**src/fttia_defs.vh**
```
`ifndef FTTIA_DEFS_VH
`define FTTIA_DEFS_VH

// register byte addresses
`define FTTIA_ADDR_FE_CTRL     16'h2000
`define FTTIA_ADDR_DAC_CTRL    16'h2010
`define FTTIA_ADDR_ROUTE       16'h20f4
`define FTTIA_ADDR_GAIN_CFG    16'h20f0
`define FTTIA_ADDR_DRV_SEL     16'h20f8
`define FTTIA_ADDR_TIA_CFG     16'h20fc
`define FTTIA_ADDR_OFS_NOATT   16'h22bc
`define FTTIA_ADDR_CAL_LOCK    16'h2270

// reset values
`define FTTIA_RST_GAIN_CFG     4'hf
`define FTTIA_RST_DRV_SEL      8'hff
`define FTTIA_RST_ZERO12       12'h000
`define FTTIA_RST_ZERO32       32'h0000_0000
`define FTTIA_RST_ROUTE        4'h0
`define FTTIA_RST_UNLOCKED     1'h0

// field positions
`define FTTIA_FE_TIA_EN_BIT    11
`define FTTIA_DAC_ATTEN_BIT    12
`define FTTIA_ROUTE_ADC_BIT    3
`define FTTIA_OFS_MSB          11
`define FTTIA_CM_MSB           1
`define FTTIA_ROUTE_MSB        2
`define FTTIA_GAIN_MSB         3
`define FTTIA_DRV_MSB          7
`define FTTIA_LOCK_BIT         0

// common-mode source codes
`define FTTIA_CM_BIAS          2'h0
`define FTTIA_CM_VZERO         2'h1

// drive-pin special codes
`define FTTIA_DRV_OPEN         8'hff
`define FTTIA_DRV_SHORT        8'h97

// inverting input route codes
`define FTTIA_IN_SENSE         3'h0
`define FTTIA_IN_AIN3          3'h4
`define FTTIA_IN_DRIVE         3'h5

`endif

```
**src/fttia_cfg.v**
```verilog
`timescale 1ns/1ps
`include "fttia_defs.vh"

module fttia_cfg (
  // clock and reset
  input  wire        clk_i,
  input  wire        rst_b_i,
  // register port
  input  wire        wr_en_i,
  input  wire        rd_en_i,
  input  wire [15:0] addr_i,
  input  wire [31:0] wdata_i,
  output reg  [31:0] rdata_o,
  // tia controls
  output wire        tia_enable_o,
  output wire [2:0]  inv_in_sel_o,
  output wire        adc_sel_tia_o,
  output wire        cm_bias_o,
  output wire        cm_vzero_o,
  output wire [3:0]  gain_cfg_o,
  // drive-pin resistor switches
  output wire        drv_res_connect_o,
  output wire        drv_res_short_o,
  output wire [2:0]  drv_load_sel_o,
  output wire [3:0]  drv_gain_sel_o,
  // fast dac offset
  output wire [11:0] dac_offset_o,
  output wire        dac_offset_active_o
);

  ////////////////////////////////////////////////////////////////////////////
  // registers

  reg [31:0] fe_ctrl_q;
  reg [31:0] dac_ctrl_q;
  reg [3:0]  route_q;
  reg [3:0]  gain_cfg_q;
  reg [7:0]  drv_sel_q;
  reg [1:0]  tia_cfg_q;
  reg [11:0] ofs_q;
  reg        lock_q;

  function hit;
    input [15:0] a;
    input [15:0] r;
    begin
      hit = (a == r);
    end
  endfunction

  ////////////////////////////////////////////////////////////////////////////
  // write strobes, one per mapped register

  wire wr_fe_ctrl  = wr_en_i & hit(addr_i, `FTTIA_ADDR_FE_CTRL);
  wire wr_dac_ctrl = wr_en_i & hit(addr_i, `FTTIA_ADDR_DAC_CTRL);
  wire wr_route    = wr_en_i & hit(addr_i, `FTTIA_ADDR_ROUTE);
  wire wr_gain_cfg = wr_en_i & hit(addr_i, `FTTIA_ADDR_GAIN_CFG);
  wire wr_drv_sel  = wr_en_i & hit(addr_i, `FTTIA_ADDR_DRV_SEL);
  wire wr_tia_cfg  = wr_en_i & hit(addr_i, `FTTIA_ADDR_TIA_CFG);
  wire wr_cal_lock = wr_en_i & hit(addr_i, `FTTIA_ADDR_CAL_LOCK);
  // calibration data frozen while the lock is engaged
  wire wr_ofs      = wr_en_i & hit(addr_i, `FTTIA_ADDR_OFS_NOATT) & ~lock_q;

  // front-end control, bit 11 powers the tia
  always @(posedge clk_i or negedge rst_b_i) begin
    if (!rst_b_i) begin
      fe_ctrl_q <= `FTTIA_RST_ZERO32;
    end else if (wr_fe_ctrl) begin
      fe_ctrl_q <= wdata_i;
    end
  end

  // fast dac control, bit 12 is the attenuator
  always @(posedge clk_i or negedge rst_b_i) begin
    if (!rst_b_i) begin
      dac_ctrl_q <= `FTTIA_RST_ZERO32;
    end else if (wr_dac_ctrl) begin
      dac_ctrl_q <= wdata_i;
    end
  end

  // inverting input select plus adc mux bit
  always @(posedge clk_i or negedge rst_b_i) begin
    if (!rst_b_i) begin
      route_q <= `FTTIA_RST_ROUTE;
    end else if (wr_route) begin
      route_q <= wdata_i[`FTTIA_ROUTE_ADC_BIT:0];
    end
  end

  // only the low nibble of the gain config is kept
  always @(posedge clk_i or negedge rst_b_i) begin
    if (!rst_b_i) begin
      gain_cfg_q <= `FTTIA_RST_GAIN_CFG;
    end else if (wr_gain_cfg) begin
      gain_cfg_q <= wdata_i[`FTTIA_GAIN_MSB:0];
    end
  end

  // code kept as written; unlisted codes other than the short code decode to open
  always @(posedge clk_i or negedge rst_b_i) begin
    if (!rst_b_i) begin
      drv_sel_q <= `FTTIA_RST_DRV_SEL;
    end else if (wr_drv_sel) begin
      drv_sel_q <= wdata_i[`FTTIA_DRV_MSB:0];
    end
  end

  // reserved common-mode codes are stored but select nothing
  always @(posedge clk_i or negedge rst_b_i) begin
    if (!rst_b_i) begin
      tia_cfg_q <= `FTTIA_CM_BIAS;
    end else if (wr_tia_cfg) begin
      tia_cfg_q <= wdata_i[`FTTIA_CM_MSB:0];
    end
  end

  // lock stays writable so software can release it
  always @(posedge clk_i or negedge rst_b_i) begin
    if (!rst_b_i) begin
      lock_q <= `FTTIA_RST_UNLOCKED;
    end else if (wr_cal_lock) begin
      lock_q <= wdata_i[`FTTIA_LOCK_BIT];
    end
  end

  // reserved upper bits dropped on write
  always @(posedge clk_i or negedge rst_b_i) begin
    if (!rst_b_i) begin
      ofs_q <= `FTTIA_RST_ZERO12;
    end else if (wr_ofs) begin
      ofs_q <= wdata_i[`FTTIA_OFS_MSB:0];
    end
  end

  ////////////////////////////////////////////////////////////////////////////
  // read path, unmapped reads zero

  reg [31:0] rdata_d;

  always @* begin
    case (addr_i)
      `FTTIA_ADDR_FE_CTRL:   rdata_d = fe_ctrl_q;
      `FTTIA_ADDR_DAC_CTRL:  rdata_d = dac_ctrl_q;
      `FTTIA_ADDR_ROUTE:     rdata_d = {28'h0, route_q};
      `FTTIA_ADDR_GAIN_CFG:  rdata_d = {28'h0, gain_cfg_q};
      `FTTIA_ADDR_DRV_SEL:   rdata_d = {24'h0, drv_sel_q};
      `FTTIA_ADDR_TIA_CFG:   rdata_d = {30'h0, tia_cfg_q};
      `FTTIA_ADDR_CAL_LOCK:  rdata_d = {31'h0, lock_q};
      `FTTIA_ADDR_OFS_NOATT: rdata_d = {20'h0, ofs_q};
      default:               rdata_d = `FTTIA_RST_ZERO32;
    endcase
  end

  // read data held until the next read strobe
  always @(posedge clk_i or negedge rst_b_i) begin
    if (!rst_b_i) begin
      rdata_o <= `FTTIA_RST_ZERO32;
    end else if (rd_en_i) begin
      rdata_o <= rdata_d;
    end
  end

  ////////////////////////////////////////////////////////////////////////////
  // decoded controls

  assign tia_enable_o  = fe_ctrl_q[`FTTIA_FE_TIA_EN_BIT];
  assign inv_in_sel_o  = route_q[`FTTIA_ROUTE_MSB:0];
  assign adc_sel_tia_o = route_q[`FTTIA_ROUTE_ADC_BIT];
  // reserved codes select neither source
  assign cm_bias_o     = (tia_cfg_q == `FTTIA_CM_BIAS);
  assign cm_vzero_o    = (tia_cfg_q == `FTTIA_CM_VZERO);
  assign gain_cfg_o    = gain_cfg_q;

  // offset passes through as two's complement, zero while attenuator on
  assign dac_offset_active_o = !dac_ctrl_q[`FTTIA_DAC_ATTEN_BIT];
  assign dac_offset_o        = dac_offset_active_o ? ofs_q : `FTTIA_RST_ZERO12;

  wire       dec_connect;
  wire       dec_short;
  wire [2:0] dec_load;
  wire [3:0] dec_gain;

  // decode is registered: switch outputs trail a code write by one cycle
  fttia_res_decode fttia_res_decode_i (
    .clk_i      (clk_i),
    .rst_b_i    (rst_b_i),
    .code_i     (drv_sel_q),
    .connect_o  (dec_connect),
    .short_o    (dec_short),
    .load_sel_o (dec_load),
    .gain_sel_o (dec_gain)
  );

  // drive-pin connect only asserts while that pin is routed in; short, load and gain are not gated
  wire drv_routed = (route_q[`FTTIA_ROUTE_MSB:0] == `FTTIA_IN_DRIVE);

  assign drv_res_connect_o = dec_connect & drv_routed;
  assign drv_res_short_o   = dec_short;
  assign drv_load_sel_o    = dec_load;
  assign drv_gain_sel_o    = dec_gain;

endmodule // fttia_cfg

```
**src/fttia_res_decode.v**
```verilog
`timescale 1ns/1ps
`include "fttia_defs.vh"

module fttia_res_decode (
  // clock and reset
  input  wire       clk_i,
  input  wire       rst_b_i,
  // select code
  input  wire [7:0] code_i,
  // switch controls
  output reg        connect_o,
  output reg        short_o,
  output reg  [2:0] load_sel_o,
  output reg  [3:0] gain_sel_o
);

  // {valid, load index, gain index}; load 0..4 = 0,10,30,50,100 ohm
  function [7:0] dec;
    input [7:0] c;
    begin
      case (c)
        8'h00: dec = {1'b1, 3'h0, 4'h0};
        8'h18: dec = {1'b1, 3'h0, 4'h1};
        8'h38: dec = {1'b1, 3'h0, 4'h2};
        8'h58: dec = {1'b1, 3'h0, 4'h3};
        8'h60: dec = {1'b1, 3'h0, 4'h4};
        8'h68: dec = {1'b1, 3'h0, 4'h5};
        8'h70: dec = {1'b1, 3'h0, 4'h6};
        8'h78: dec = {1'b1, 3'h0, 4'h7};
        8'h80: dec = {1'b1, 3'h0, 4'h8};
        8'h88: dec = {1'b1, 3'h0, 4'h9};
        8'h09: dec = {1'b1, 3'h1, 4'h0};
        8'h21: dec = {1'b1, 3'h1, 4'h1};
        8'h39: dec = {1'b1, 3'h1, 4'h2};
        8'h59: dec = {1'b1, 3'h1, 4'h3};
        8'h61: dec = {1'b1, 3'h1, 4'h4};
        8'h69: dec = {1'b1, 3'h1, 4'h5};
        8'h71: dec = {1'b1, 3'h1, 4'h6};
        8'h79: dec = {1'b1, 3'h1, 4'h7};
        8'h81: dec = {1'b1, 3'h1, 4'h8};
        8'h89: dec = {1'b1, 3'h1, 4'h9};
        8'h12: dec = {1'b1, 3'h2, 4'h0};
        8'h2a: dec = {1'b1, 3'h2, 4'h1};
        8'h4a: dec = {1'b1, 3'h2, 4'h2};
        8'h5a: dec = {1'b1, 3'h2, 4'h3};
        8'h62: dec = {1'b1, 3'h2, 4'h4};
        8'h6a: dec = {1'b1, 3'h2, 4'h5};
        8'h72: dec = {1'b1, 3'h2, 4'h6};
        8'h7a: dec = {1'b1, 3'h2, 4'h7};
        8'h82: dec = {1'b1, 3'h2, 4'h8};
        8'h8a: dec = {1'b1, 3'h2, 4'h9};
        8'h1b: dec = {1'b1, 3'h3, 4'h0};
        8'h33: dec = {1'b1, 3'h3, 4'h1};
        8'h4b: dec = {1'b1, 3'h3, 4'h2};
        8'h5b: dec = {1'b1, 3'h3, 4'h3};
        8'h63: dec = {1'b1, 3'h3, 4'h4};
        8'h6b: dec = {1'b1, 3'h3, 4'h5};
        8'h73: dec = {1'b1, 3'h3, 4'h6};
        8'h7b: dec = {1'b1, 3'h3, 4'h7};
        8'h83: dec = {1'b1, 3'h3, 4'h8};
        8'h8b: dec = {1'b1, 3'h3, 4'h9};
        8'h34: dec = {1'b1, 3'h4, 4'h0};
        8'h3c: dec = {1'b1, 3'h4, 4'h1};
        8'h54: dec = {1'b1, 3'h4, 4'h2};
        8'h5c: dec = {1'b1, 3'h4, 4'h3};
        8'h64: dec = {1'b1, 3'h4, 4'h4};
        8'h6c: dec = {1'b1, 3'h4, 4'h5};
        8'h74: dec = {1'b1, 3'h4, 4'h6};
        8'h7c: dec = {1'b1, 3'h4, 4'h7};
        8'h84: dec = {1'b1, 3'h4, 4'h8};
        8'h8c: dec = {1'b1, 3'h4, 4'h9};
        default: dec = 8'h00;
      endcase
    end
  endfunction

  wire [7:0] d = dec(code_i);

  always @(posedge clk_i or negedge rst_b_i) begin
    if (!rst_b_i) begin
      connect_o  <= 1'b0;
      short_o    <= 1'b0;
      load_sel_o <= 3'h0;
      gain_sel_o <= 4'h0;
    end else begin
      short_o    <= (code_i == `FTTIA_DRV_SHORT);
      connect_o  <= d[7];
      load_sel_o <= d[6:4];
      gain_sel_o <= d[3:0];
    end
  end

endmodule // fttia_res_decode

```
**config.mk**
```make
export PLATFORM = sky130hd
export DESIGN_NAME = fttia_cfg
export DESIGN_NICKNAME = d
export VERILOG_FILES = /design/src/fttia_cfg.v /design/src/fttia_res_decode.v
export VERILOG_INCLUDE_DIRS = /design/src /design/src/src
export SDC_FILE = /design/constraint.sdc
export NUM_CORES = 1
export LEC_CHECK = 0
export BUFFER_PORTS_ARGS = -buffer_cell sky130_fd_sc_hd__buf_2
export CORE_MARGIN = 4
export CORE_UTILIZATION = 45
export CTS_CLUSTER_SIZE = 14
export DETAILED_ROUTE_END_ITERATION = 8
export PLACE_DENSITY = 0.66
export SETUP_SLACK_MARGIN = 0.2
export SYNTH_ARGS = -nofsm -noshare
export SYNTH_HDL_FRONTEND = slang
export SYNTH_HIERARCHICAL = 1
export SYNTH_SLANG_ARGS = --single-unit
```
**constraint.sdc**
```tcl
create_clock -name clk_i -period 4.4 [get_ports clk_i]
set_input_delay 0.44 -clock clk_i [delete_from_list [all_inputs] [get_ports clk_i]]
set_output_delay 0.44 -clock clk_i [all_outputs]
set_load 0.005 [all_outputs]
```
# Word level (Yosys, flattened, before mapping)
# Cells that the tools add are included.
[word_totals] wordCells=90 ff_bits=136 output_inout_bits=65 in_bits=52
[op_classes] muxes=3 n_reduce_logical=3 n_bitwise=11 n_eq_ne=60
[op_table] cell="$pmux W8 S50" count=1
[op_table] cell="$pmux W32 S8" count=1
[op_table] cell="$eq A8 B7 Y1 const B" count=28
[op_table] cell="$eq A16 B14 Y1 const B" count=8
[op_table] cell="$eq A8 B8 Y1 const B" count=11
[op_table] cell="$eq A8 B6 Y1 const B" count=7
[op_table] cell="$eq A8 B5 Y1 const B" count=3
[op_table] cell="$mux W12" count=1
[op_table] cell="$and A1 B1 Y1" count=10
[op_table] cell="$eq A8 B4 Y1 const B" count=1
[op_table] cell="$logic_not A8 Y1" count=1
[op_table] cell="$eq A3 B3 Y1 const B" count=1
[op_table] cell="$eq A2 B1 Y1 const B" count=1
[op_table] cell="$logic_not A2 Y1" count=1
[op_table] cell="$logic_not A1 Y1" count=1
[op_table] cell="$not A1 Y1" count=1

# Depth between registers and ports, before layout
# Gate-level depths: netlist of run 1.
[depth] ltp_word=3 ltp_mapped=8 mapped_depth_nobuf=5

# Modules after synthesis
# The synthesis of run 1 kept the hierarchy.
[modules_own_cells] module="fttia_cfg" cells_each=452 instances=1 seq_area_each_um2=3193.1 area_each_um2=5869.4
[modules_own_cells] module="fttia_res_decode" cells_each=107 instances=1 seq_area_each_um2=225.2 area_each_um2=828.3

# Least setup slack after synthesis of run 1
# No wires, ideal clock.
[synth_timing] path_kind="input to register" startpoint="input port addr_i[12]" endpoint="register dac_ctrl_q[10]" t_arrival_ps=2426 slack_ps=1849 path_stages=8 setup_time_ps=125 path_buffers=3 required_time_ps=4275 cell_sequence="or4b_4 > buf_6 > or4_1 > buf_4 > nor2_8 > nand2_4 > buf_6 > mux2_4"
[synth_via] elab_chain_len=2
[synth_lines] element="start, declared" line="fttia_cfg.v:11" rtl="input wire [15:0] addr_i,"
[synth_lines] element="$eq A16 B14 Y1" line="fttia_cfg.v:47" rtl="hit = (a == r);"
[synth_lines] element="$and A1 B1 Y1" line="fttia_cfg.v:55" rtl="wire wr_dac_ctrl = wr_en_i & hit(addr_i, `FTTIA_ADDR_DAC_CTRL);"
[synth_lines] element="end signal, assigned" line="fttia_cfg.v:76" rtl="dac_ctrl_q <= `FTTIA_RST_ZERO32;"
[synth_lines] element="end signal, assigned" line="fttia_cfg.v:78" rtl="dac_ctrl_q <= wdata_i;"
[synth_lines] element="end, declared" line="fttia_cfg.v:35" rtl="reg [31:0] dac_ctrl_q;"
# Every way passes these cells.
# A chain may end at the register's enable or synchronous reset.

# Final worst setup path of run 1
[layout_timing] startpoint="input port addr_i[8]" endpoint="register dac_ctrl_q[23]"
# Same word-level chain as after synthesis.

==> results of run 1 <==
## synth_stat cells (all sizes together) (8+ instances only)
library cell,n,share of area [%]
nand2,27,1.6
a22oi,10,1.1
dfstp,12,4.7
nor2b,15,1.4
o21ai,37,2.8
mux2,121,22
mux2i,8,1.2
clkbuf,16,0.90
nor2,17,1.2
buf,22,2.3
nand3,22,1.6
inv,32,1.8
dfrtp,124,46
## how the worst max path moves through the flow
| stage | start | to | slack [ns] |
|---|---|---|---|
| after floorplan | addr_i[12] | dac_ctrl_q[10]$_DFFE_PN0P_ | 1.85 |
| after global placement | addr_i[8] | dac_ctrl_q[29]$_DFFE_PN0P_ | 1.21 |
| after detailed placement | addr_i[8] | dac_ctrl_q[30]$_DFFE_PN0P_ | 1.17 |
| after CTS | addr_i[8] | dac_ctrl_q[23]$_DFFE_PN0P_ | 1.61 |
| after global routing | addr_i[4] | drv_sel_q[7]$_DFFE_PN1P_ | 1.45 |
| final | addr_i[8] | dac_ctrl_q[23]$_DFFE_PN0P_ | 1.60 |
## stage by stage
step | worst slack (ns) | area, µm² | hold slack (ns)
2_1_floorplan | 1.85 | 6700 | 0.144
3_3_place_gp | 1.21 | 7370 | 0.465
3_5_place_dp | 1.17 | 7370 | 0.472
4_1_cts | 1.61 | 7970 | 0.0760
5_1_grt | 1.45 | 7970 | 0.0878
6_report | 1.60 | 7970 | 0.0349
## cell type report
type | count | area, µm² | share of cell area, %
clock inverters | 8 | 146 | 1.84
inverters | 32 | 120 | 1.51
flip-flops and latches | 136 | 3420 | 42.9
multi-input cells | 353 | 2970 | 37.2
well taps | 184 | 230 | 2.89
clock buffers | 23 | 458 | 5.74
repair buffers | 122 | 632 | 7.93
## state kept, by name, summed over array words and instances (netlist names)
register	count
dac_ctrl_q	32
fe_ctrl_q	32
rdata_o	32
ofs_q	12
drv_sel_q	8
fttia_res_decode_i/gain_sel_o	4
gain_cfg_o	4
route_q	4
fttia_res_decode_i/load_sel_o	3
tia_cfg_q	2
fttia_res_decode_i/connect_o	1
fttia_res_decode_i/short_o	1
lock_q	1
## logic make-up after synthesis
| logic type | Yosys count |
|---|---|
| AO/OA/AOI/OAI | 82 |
| flip-flops | 136 |
| buffers and inverters | 70 |
| XOR/XNOR | 1 |
| AND/OR/NAND/NOR | 141 |
| multiplexers | 129 |
## critical path, cell delays in order
cell and delay (ns):
buf_2 0.11, or4_1 0.70, or4_1 0.83, nor2_8 0.22
nand2_4 0.36, mux2_4 0.44
## report_power, final
group          switching [µW]  total [µW]  leakage, µW  internal, µW
sequential              0.332        1250      0.00185          1250
clock                     522        1480     0.000291           958
combinational            65.9        94.8      0.00182          28.9
## routing by layer
layer	vias to the layer above	wire length, µm	GRT usage, %	share of wire [%]
met1	2420	7480	27.1	46
met5	-	0	0	0
li1	2215	-	-	-
met3	24	887	4.26	5.4
met4	0	267	5.99	1.6
met2	148	7740	30.9	47
==> key figures, run 1 <==
Status
  – Status: complete, no violations

Timing
  – Final Max Tran Viols: 0
  – FMAX: 0.357 GHz
  – RSZ-0062 raised after global routing: no
  – Final setup violating endpoints: 0
  – Final Hold Vio Count: 0
  – Worst-Margin Slew: about 0.97 ns
  – Minimum clock period: between 2 and 3 ns
  – TNS Setup: 0 ns
  – Tcrit/Tclk final: 63.7%
  – Worst Clk Skew: 0.0125 ns
  – Max-slew headroom: a little over a third

Drt
  – Detailed Route WL: 16400 µm
  – DRC viols: 0
  – DRT antenna net count: 0
  – Drt wl/cell: 19.1 µm
  – Vias: 4807
  – Iteration-0 DRC Markers: 347
  – Vias per inst: ~5.6
  – First-pass DRT Iterations: 4

Clocking
  – Clk sink count: 136
  – CTS tree: done
  – CTS resizes: 0
  – Clock transition at path regs: 0.06 ns
  – CTS HTree Levels: 4
  – Root buffer cell: clkbuf_16
  – Worst-Skew Late Latency: approximately 0.43 ns
  – Post-CTS setup buffers: 0
  – Deepest clock path buffer count: 2
  – Total CTS buffers: 17
  – Hold_buf cts: 0

Power
  – Worst vdd ir: 0.000286 V
  – Leak: 0.00396 µW
  – P per Cell Area: 355 nW/µm²
  – Overall power: 2830 µW

Synthesis
  – Mux contribution to synthesized area: 23.2%
  – Compound-Gate Fraction of Synth Area: 7.86%
  – Area share of xor/xnor cells in the synthesized design: 0.131%
  – Sequential-to-total area share from yosys stat: 51.0%
  – Largest family of logic cells by synthesized area: multiplexers
  – Post-synthesis adder-cell area fraction: 0%
  – Async SR Flop Fraction: 100%
  – Post-Synth Simple-Gate Area: 12.7%
  – Top FF cell, synth: dfrtp_1
  – YS warnings: 6
  – #FFs+latches synth: roughly 140
  – Cell count after synthesis: 559
  – Synthesized net count: about 610
  – Syn_area_per_cell: 12.0 µm²
  – Mapped Area: 6700 µm²
  – Number of flops mapped to enable cells by yosys: 0
  – Distinct cells, synth: 64

Floorplan
  – Core box area: between 10000 and 15000 µm²
  – I/O pin count: between 100 and 150
  – Initial core utilization: a little under half
  – DIE WIDTH: 130 µm
  – Row cnt: 44
  – Die height: 130 µm
  – Die ar.: around 17000 µm²

Layout
  – Most frequent cells in the layout: dfrtp_1 (124), buf_2 (115), mux2_2 (88)
  – Fraction of layout cells with a size suffix above 1: 43.5%
  – Final Util: 54.8%
  – Fill count: 1267
  – Synth-to-layout area growth: 19.0%
  – Most common cell after layout, fill and taps aside: dfrtp_1
  – # nets final: a little over 700
  – N_diodes: 0
  – Non-filler cells, final: 858

Placement
  – Placed cells: 827
  – IO buf count: 116
  – GP Congestion: approximately 0.85
  – Hpwl dp: 11100 µm

Critical path
  – FF-to-FF End: fttia_res_decode_i/connect_o$_DFF_PN0_
  – Crit Path Category: input port to flop
  – WP data required: 4.70 ns
  – Reg2reg start: drv_sel_q[5]$_DFFE_PN1P_
  – Crit start category: input port
  – Crit. End Element: flop
  – CP max FO: 32
  – R2R setup slack: ~2.4 ns
  – Worst Reg2Reg Path Length in Cells: 5
  – Arr. time, crit path: slightly above 3 ns

Global route
  – First-pass GRT wire length: 25400 µm
  – Largest net degree at the start of global routing: 78
  – Antenna violations before repair: 0
  – Via count of the first global-routing pass: 4774
  – Aggregate global-route resource usage: 19.5%
  – GRT overflow: 0

Worst hold path
  – HP Class: input port to async pin

Run
  – Max Cap Viol: 0
Power figures use the tool's default switching activity.
==> run 2, diff against run 1 <==
Settings changed: ABC_AREA set to 1.
Clock period 4.4 ns to 2.84 ns, I/O delays scaled along.
==> run 2 against run 1 <==
  * Power rose by 48%
  * Worst setup slack got worse by 0.51 ns
  * Synthesized cell count rose by 52%
  * First-iteration DRC count rose by 13%
  * Clock power increased by 41%
  * Synthesized area grew 2.1%
  * Critical path depth is 4 lower
  * Critical endpoint is now dac_offset_active_o
  * Largest cell class unchanged
==> key figures, run 2 <==
Drt
  – Detailed Route WL: 16400 µm (about the same)
  – Drt wl/cell: 14.2 µm (was 19.1 µm)
  – Iteration-0 DRC Markers: 392 (was 347)
  – Vias per inst: 4.96 (was 5.60)
  – DRT antenna net count: 0 (unchanged)
  – First-pass DRT Iterations: 5 (was 4)
  – Vias: 5749 (was 4807)
  – DRC viols: 0 (unchanged)

Critical path
  – WP data required: 2.56 ns (was 4.70 ns)
  – Reg2reg start: drv_sel_q[2]$_DFFE_PN1P_ (was drv_sel_q[5]$_DFFE_PN1P_)
  – CP startpoint: dac_ctrl_q[12]$_DFFE_PN0P_ (was addr_i[8])
  – Crit-path slowest cell: dfrtp_1 (was or4_1)
  – Crit. End Element: output pin (was flop)
  – Worst Reg2Reg Path Length in Cells: 9 (was 5)
  – Crit start category: flop (was input port)
  – Crit Path Category: flop to output pin (was input port to flop)
  – CP max FO: 14 (was 32)
  – Critical Path Max Stage Delay: 0.71 ns (was 0.83 ns)
  – Crit path cell chain: inv_1 > buf_2 (was buf_2 > or4_1 > or4_1 > nor2_8 > nand2_4 > mux2_4)
  – FF-to-FF End: fttia_res_decode_i/connect_o$_DFF_PN0_ (unchanged)
  – Arr. time, crit path: 1.47 ns (was 3.10 ns)
  – R2R setup slack: 1.28 ns (was 2.42 ns)

Synthesis
  – Syn_area_per_cell: 8.03 µm² (was 12.0 µm²)
  – Ranking of synthesized cells by area: dfrtp_1 (45%), nand2_1 (17%), dfstp_2 (4.6%) (was dfrtp_1 (46%), mux2_2 (15%), mux2_4 (6.7%))
  – Top-count cell post-synth: nand2_1 (was dfrtp_1)
  – Sequential-to-total area share from yosys stat: 50.0% (was 51.0%)
  – Mapped Area: 6840 µm² (was 6700 µm²)
  – Async SR Flop Fraction: 100% (unchanged)
  – Top cells by count, synth: nand2_1 (312), dfrtp_1 (124), inv_1 (75), nor2_1 (65), nand3_1 (44) (was dfrtp_1 (124), mux2_2 (88), o21ai_0 (34), inv_1 (32), mux2_4 (30))
  – Synth area leader: dfrtp_1 (unchanged)
  – Distinct cells, synth: 32 (was 64)
  – Share of the synthesized area in the top cell type: 45.4% (was 46.3%)
  – Top FF cell, synth: dfrtp_1 (unchanged)
  – Cell count after synthesis: 852 (was 559)
  – Synthesized net count: 904 (was 611)
  – #FFs+latches synth: 136 (unchanged)
  – YS warnings: 6 (unchanged)
  – Number of flops mapped to enable cells by yosys: 0 (unchanged)

Layout
  – # nets final: 1014 (was 714)
  – Synth-to-layout area growth: 17.4% (was 19.0%)
  – Final Util: 54.7% (was 54.8%)
  – Regs by FF count: dac_ctrl_q x32, fe_ctrl_q x32, rdata_o x32 (unchanged)
  – N_diodes: 0 (unchanged)
  – Most frequent cells in the layout: nand2_1 (312), dfrtp_1 (124), buf_2 (115) (was dfrtp_1 (124), buf_2 (115), mux2_2 (88))
  – Most common cell after layout, fill and taps aside: nand2_1 (was dfrtp_1)
  – Fraction of layout cells with a size suffix above 1: 25.8% (was 43.5%)

Placement
  – GP Congestion: 0.925 (was 0.849)
  – Hpwl dp: 11300 µm (was 11100 µm)
  – Worst slack at placement: 0.676 ns (was 1.17 ns)
  – IO buf count: 116 (unchanged)

Floorplan
  – Core box area: 14700 µm² (was 14500 µm²)
  – Initial core utilization: 46.5% (was 46.1%)
  – I/O pin count: 117 (unchanged)
  – DIE WIDTH: 131 µm (was 130 µm)
  – Row cnt: 44 (unchanged)
  – Die height: 131 µm (was 130 µm)
  – Die ar.: 17200 µm² (was 16900 µm²)

Global route
  – Largest net degree at the start of global routing: 71 (was 78)
  – GRT overflow: 0 (unchanged)
  – First-pass GRT wire length: 27700 µm (was 25400 µm)
  – Via count of the first global-routing pass: 5584 (was 4774)
  – Aggregate global-route resource usage: 19.6% (was 19.5%)
  – Antenna violations before repair: 0 (unchanged)

Clocking
  – Clock transition at path regs: 0.05 ns (was 0.06 ns)
  – Deepest clock path buffer count: 2 (unchanged)
  – Root buffer cell: clkbuf_16 (unchanged)
  – Worst-Skew Late Latency: 0.41 ns (was 0.43 ns)
  – CTS resizes: 0 (unchanged)
  – Clk sink count: 136 (unchanged)
  – CTS HTree Levels: 4 (unchanged)
  – Total CTS buffers: 17 (unchanged)
  – Post-CTS setup buffers: 0 (unchanged)
  – CTS tree: done (unchanged)

Timing
  – TNS Setup: 0 ns (unchanged)
  – FMAX: 0.569 GHz
  – Minimum clock period: about 1.8 ns
  – Worst-Margin Slew: 0.787 ns (was 0.966 ns)
  – RSZ-0062 raised after global routing: no (unchanged)
  – Worst Clk Skew: 0.00391 ns (was 0.0125 ns)
  – Final Max Tran Viols: 0 (unchanged)
  – Tcrit/Tclk final: 61.8%
  – Fin worst setup slack: 1.08 ns (was 1.60 ns)
  – Final Hold Vio Count: 0 (unchanged)
  – Max-slew headroom: 47.5% (was 34.9%)
  – Final setup violating endpoints: 0 (unchanged)

Worst hold path
  – HP Class: input port to flop (was input port to async pin)
  – Worst hold endpoint: tia_cfg_q[0]$_DFFE_PN0P_
  – Hold_sp: wdata_i[0]
  – Hold Path Stages: 3

Power
  – Leak: 0.00439 µW (was 0.00396 µW)
  – Overall power: 4170 µW (was 2830 µW)
  – Worst vdd ir: 0.000418 V (was 0.000286 V)
  – P per Cell Area: 519 nW/µm² (was 355 nW/µm²)

Status
  – Status: complete, no violations (unchanged)

Run
  – Max Cap Viol: 0 (unchanged)
[run 2: routing by layer]
metal	routed length, µm	up-vias	GRT usage [%]
met1	7710	2682	27.0
li1	-	2878	-
met5	0	-	0
met4	359	0	7.76
met3	690	31	4.09
met2	7660	158	30.6
[run 2: timing repair]
action	4_1_cts	5_1_grt
setup endpoints to repair	0	0
endpoints found under the hold margin	34	0
hold buffers	1	0
[run 2: worst max path at each step]
stage | to | slack (ns) | cells after the start
after floorplan | fe_ctrl_q[3]$_DFFE_PN0P_ | 1.45 | 9
after global placement | ofs_q[8]$_DFFE_PN0P_ | 0.67 | 8
after detailed placement | ofs_q[2]$_DFFE_PN0P_ | 0.68 | 9
after CTS | dac_offset_o[0] | 1.06 | 2
after global routing | ofs_q[2]$_DFFE_PN0P_ | 0.92 | 9
final | dac_offset_active_o | 1.08 | 2
[run 2: layout make-up]
type	count	area [µm²]
clock buffers	29	510
clock inverters	3	40.0
fillers	1431	6660
inverters	85	323
multi-input cells	599	2860
flip-flops and latches	136	3420
well taps	184	230
repair buffers	123	654
[run 2: cells by family after synthesis]
logic type / Yosys count / share of synthesized area (%)
flip-flops: 136 / 50.0
AND/OR/NAND/NOR: 482 / 30.7
AO/OA/AOI/OAI: 117 / 11.1
buffers and inverters: 117 / 8.25
[run 2: where the power goes]
part / internal (µW) / total, µW / switching, µW
clock network: 1300 / 2080 / 782
logic: 42.6 / 154 / 111
registers: 1940 / 1940 / 0.500
[run 2: stage by stage]
step / hold WS [ns] / cell area [µm²] / std cells
4_1_cts: 0.0900 / 8040 / 1159
2_1_floorplan: -0.0116 / 6840 / 852
3_5_place_dp: 0.203 / 7470 / 1126
6_report: 0.106 / 8040 / 1159
5_1_grt: 0.122 / 8040 / 1159
3_3_place_gp: 0.205 / 7470 / 1126
[run 2: worst max-delay path: cells and delay by family (launching register included)]
kind	cells	cell delay, ns
DFF	1	0.71
buffers and inverters	2	0.35
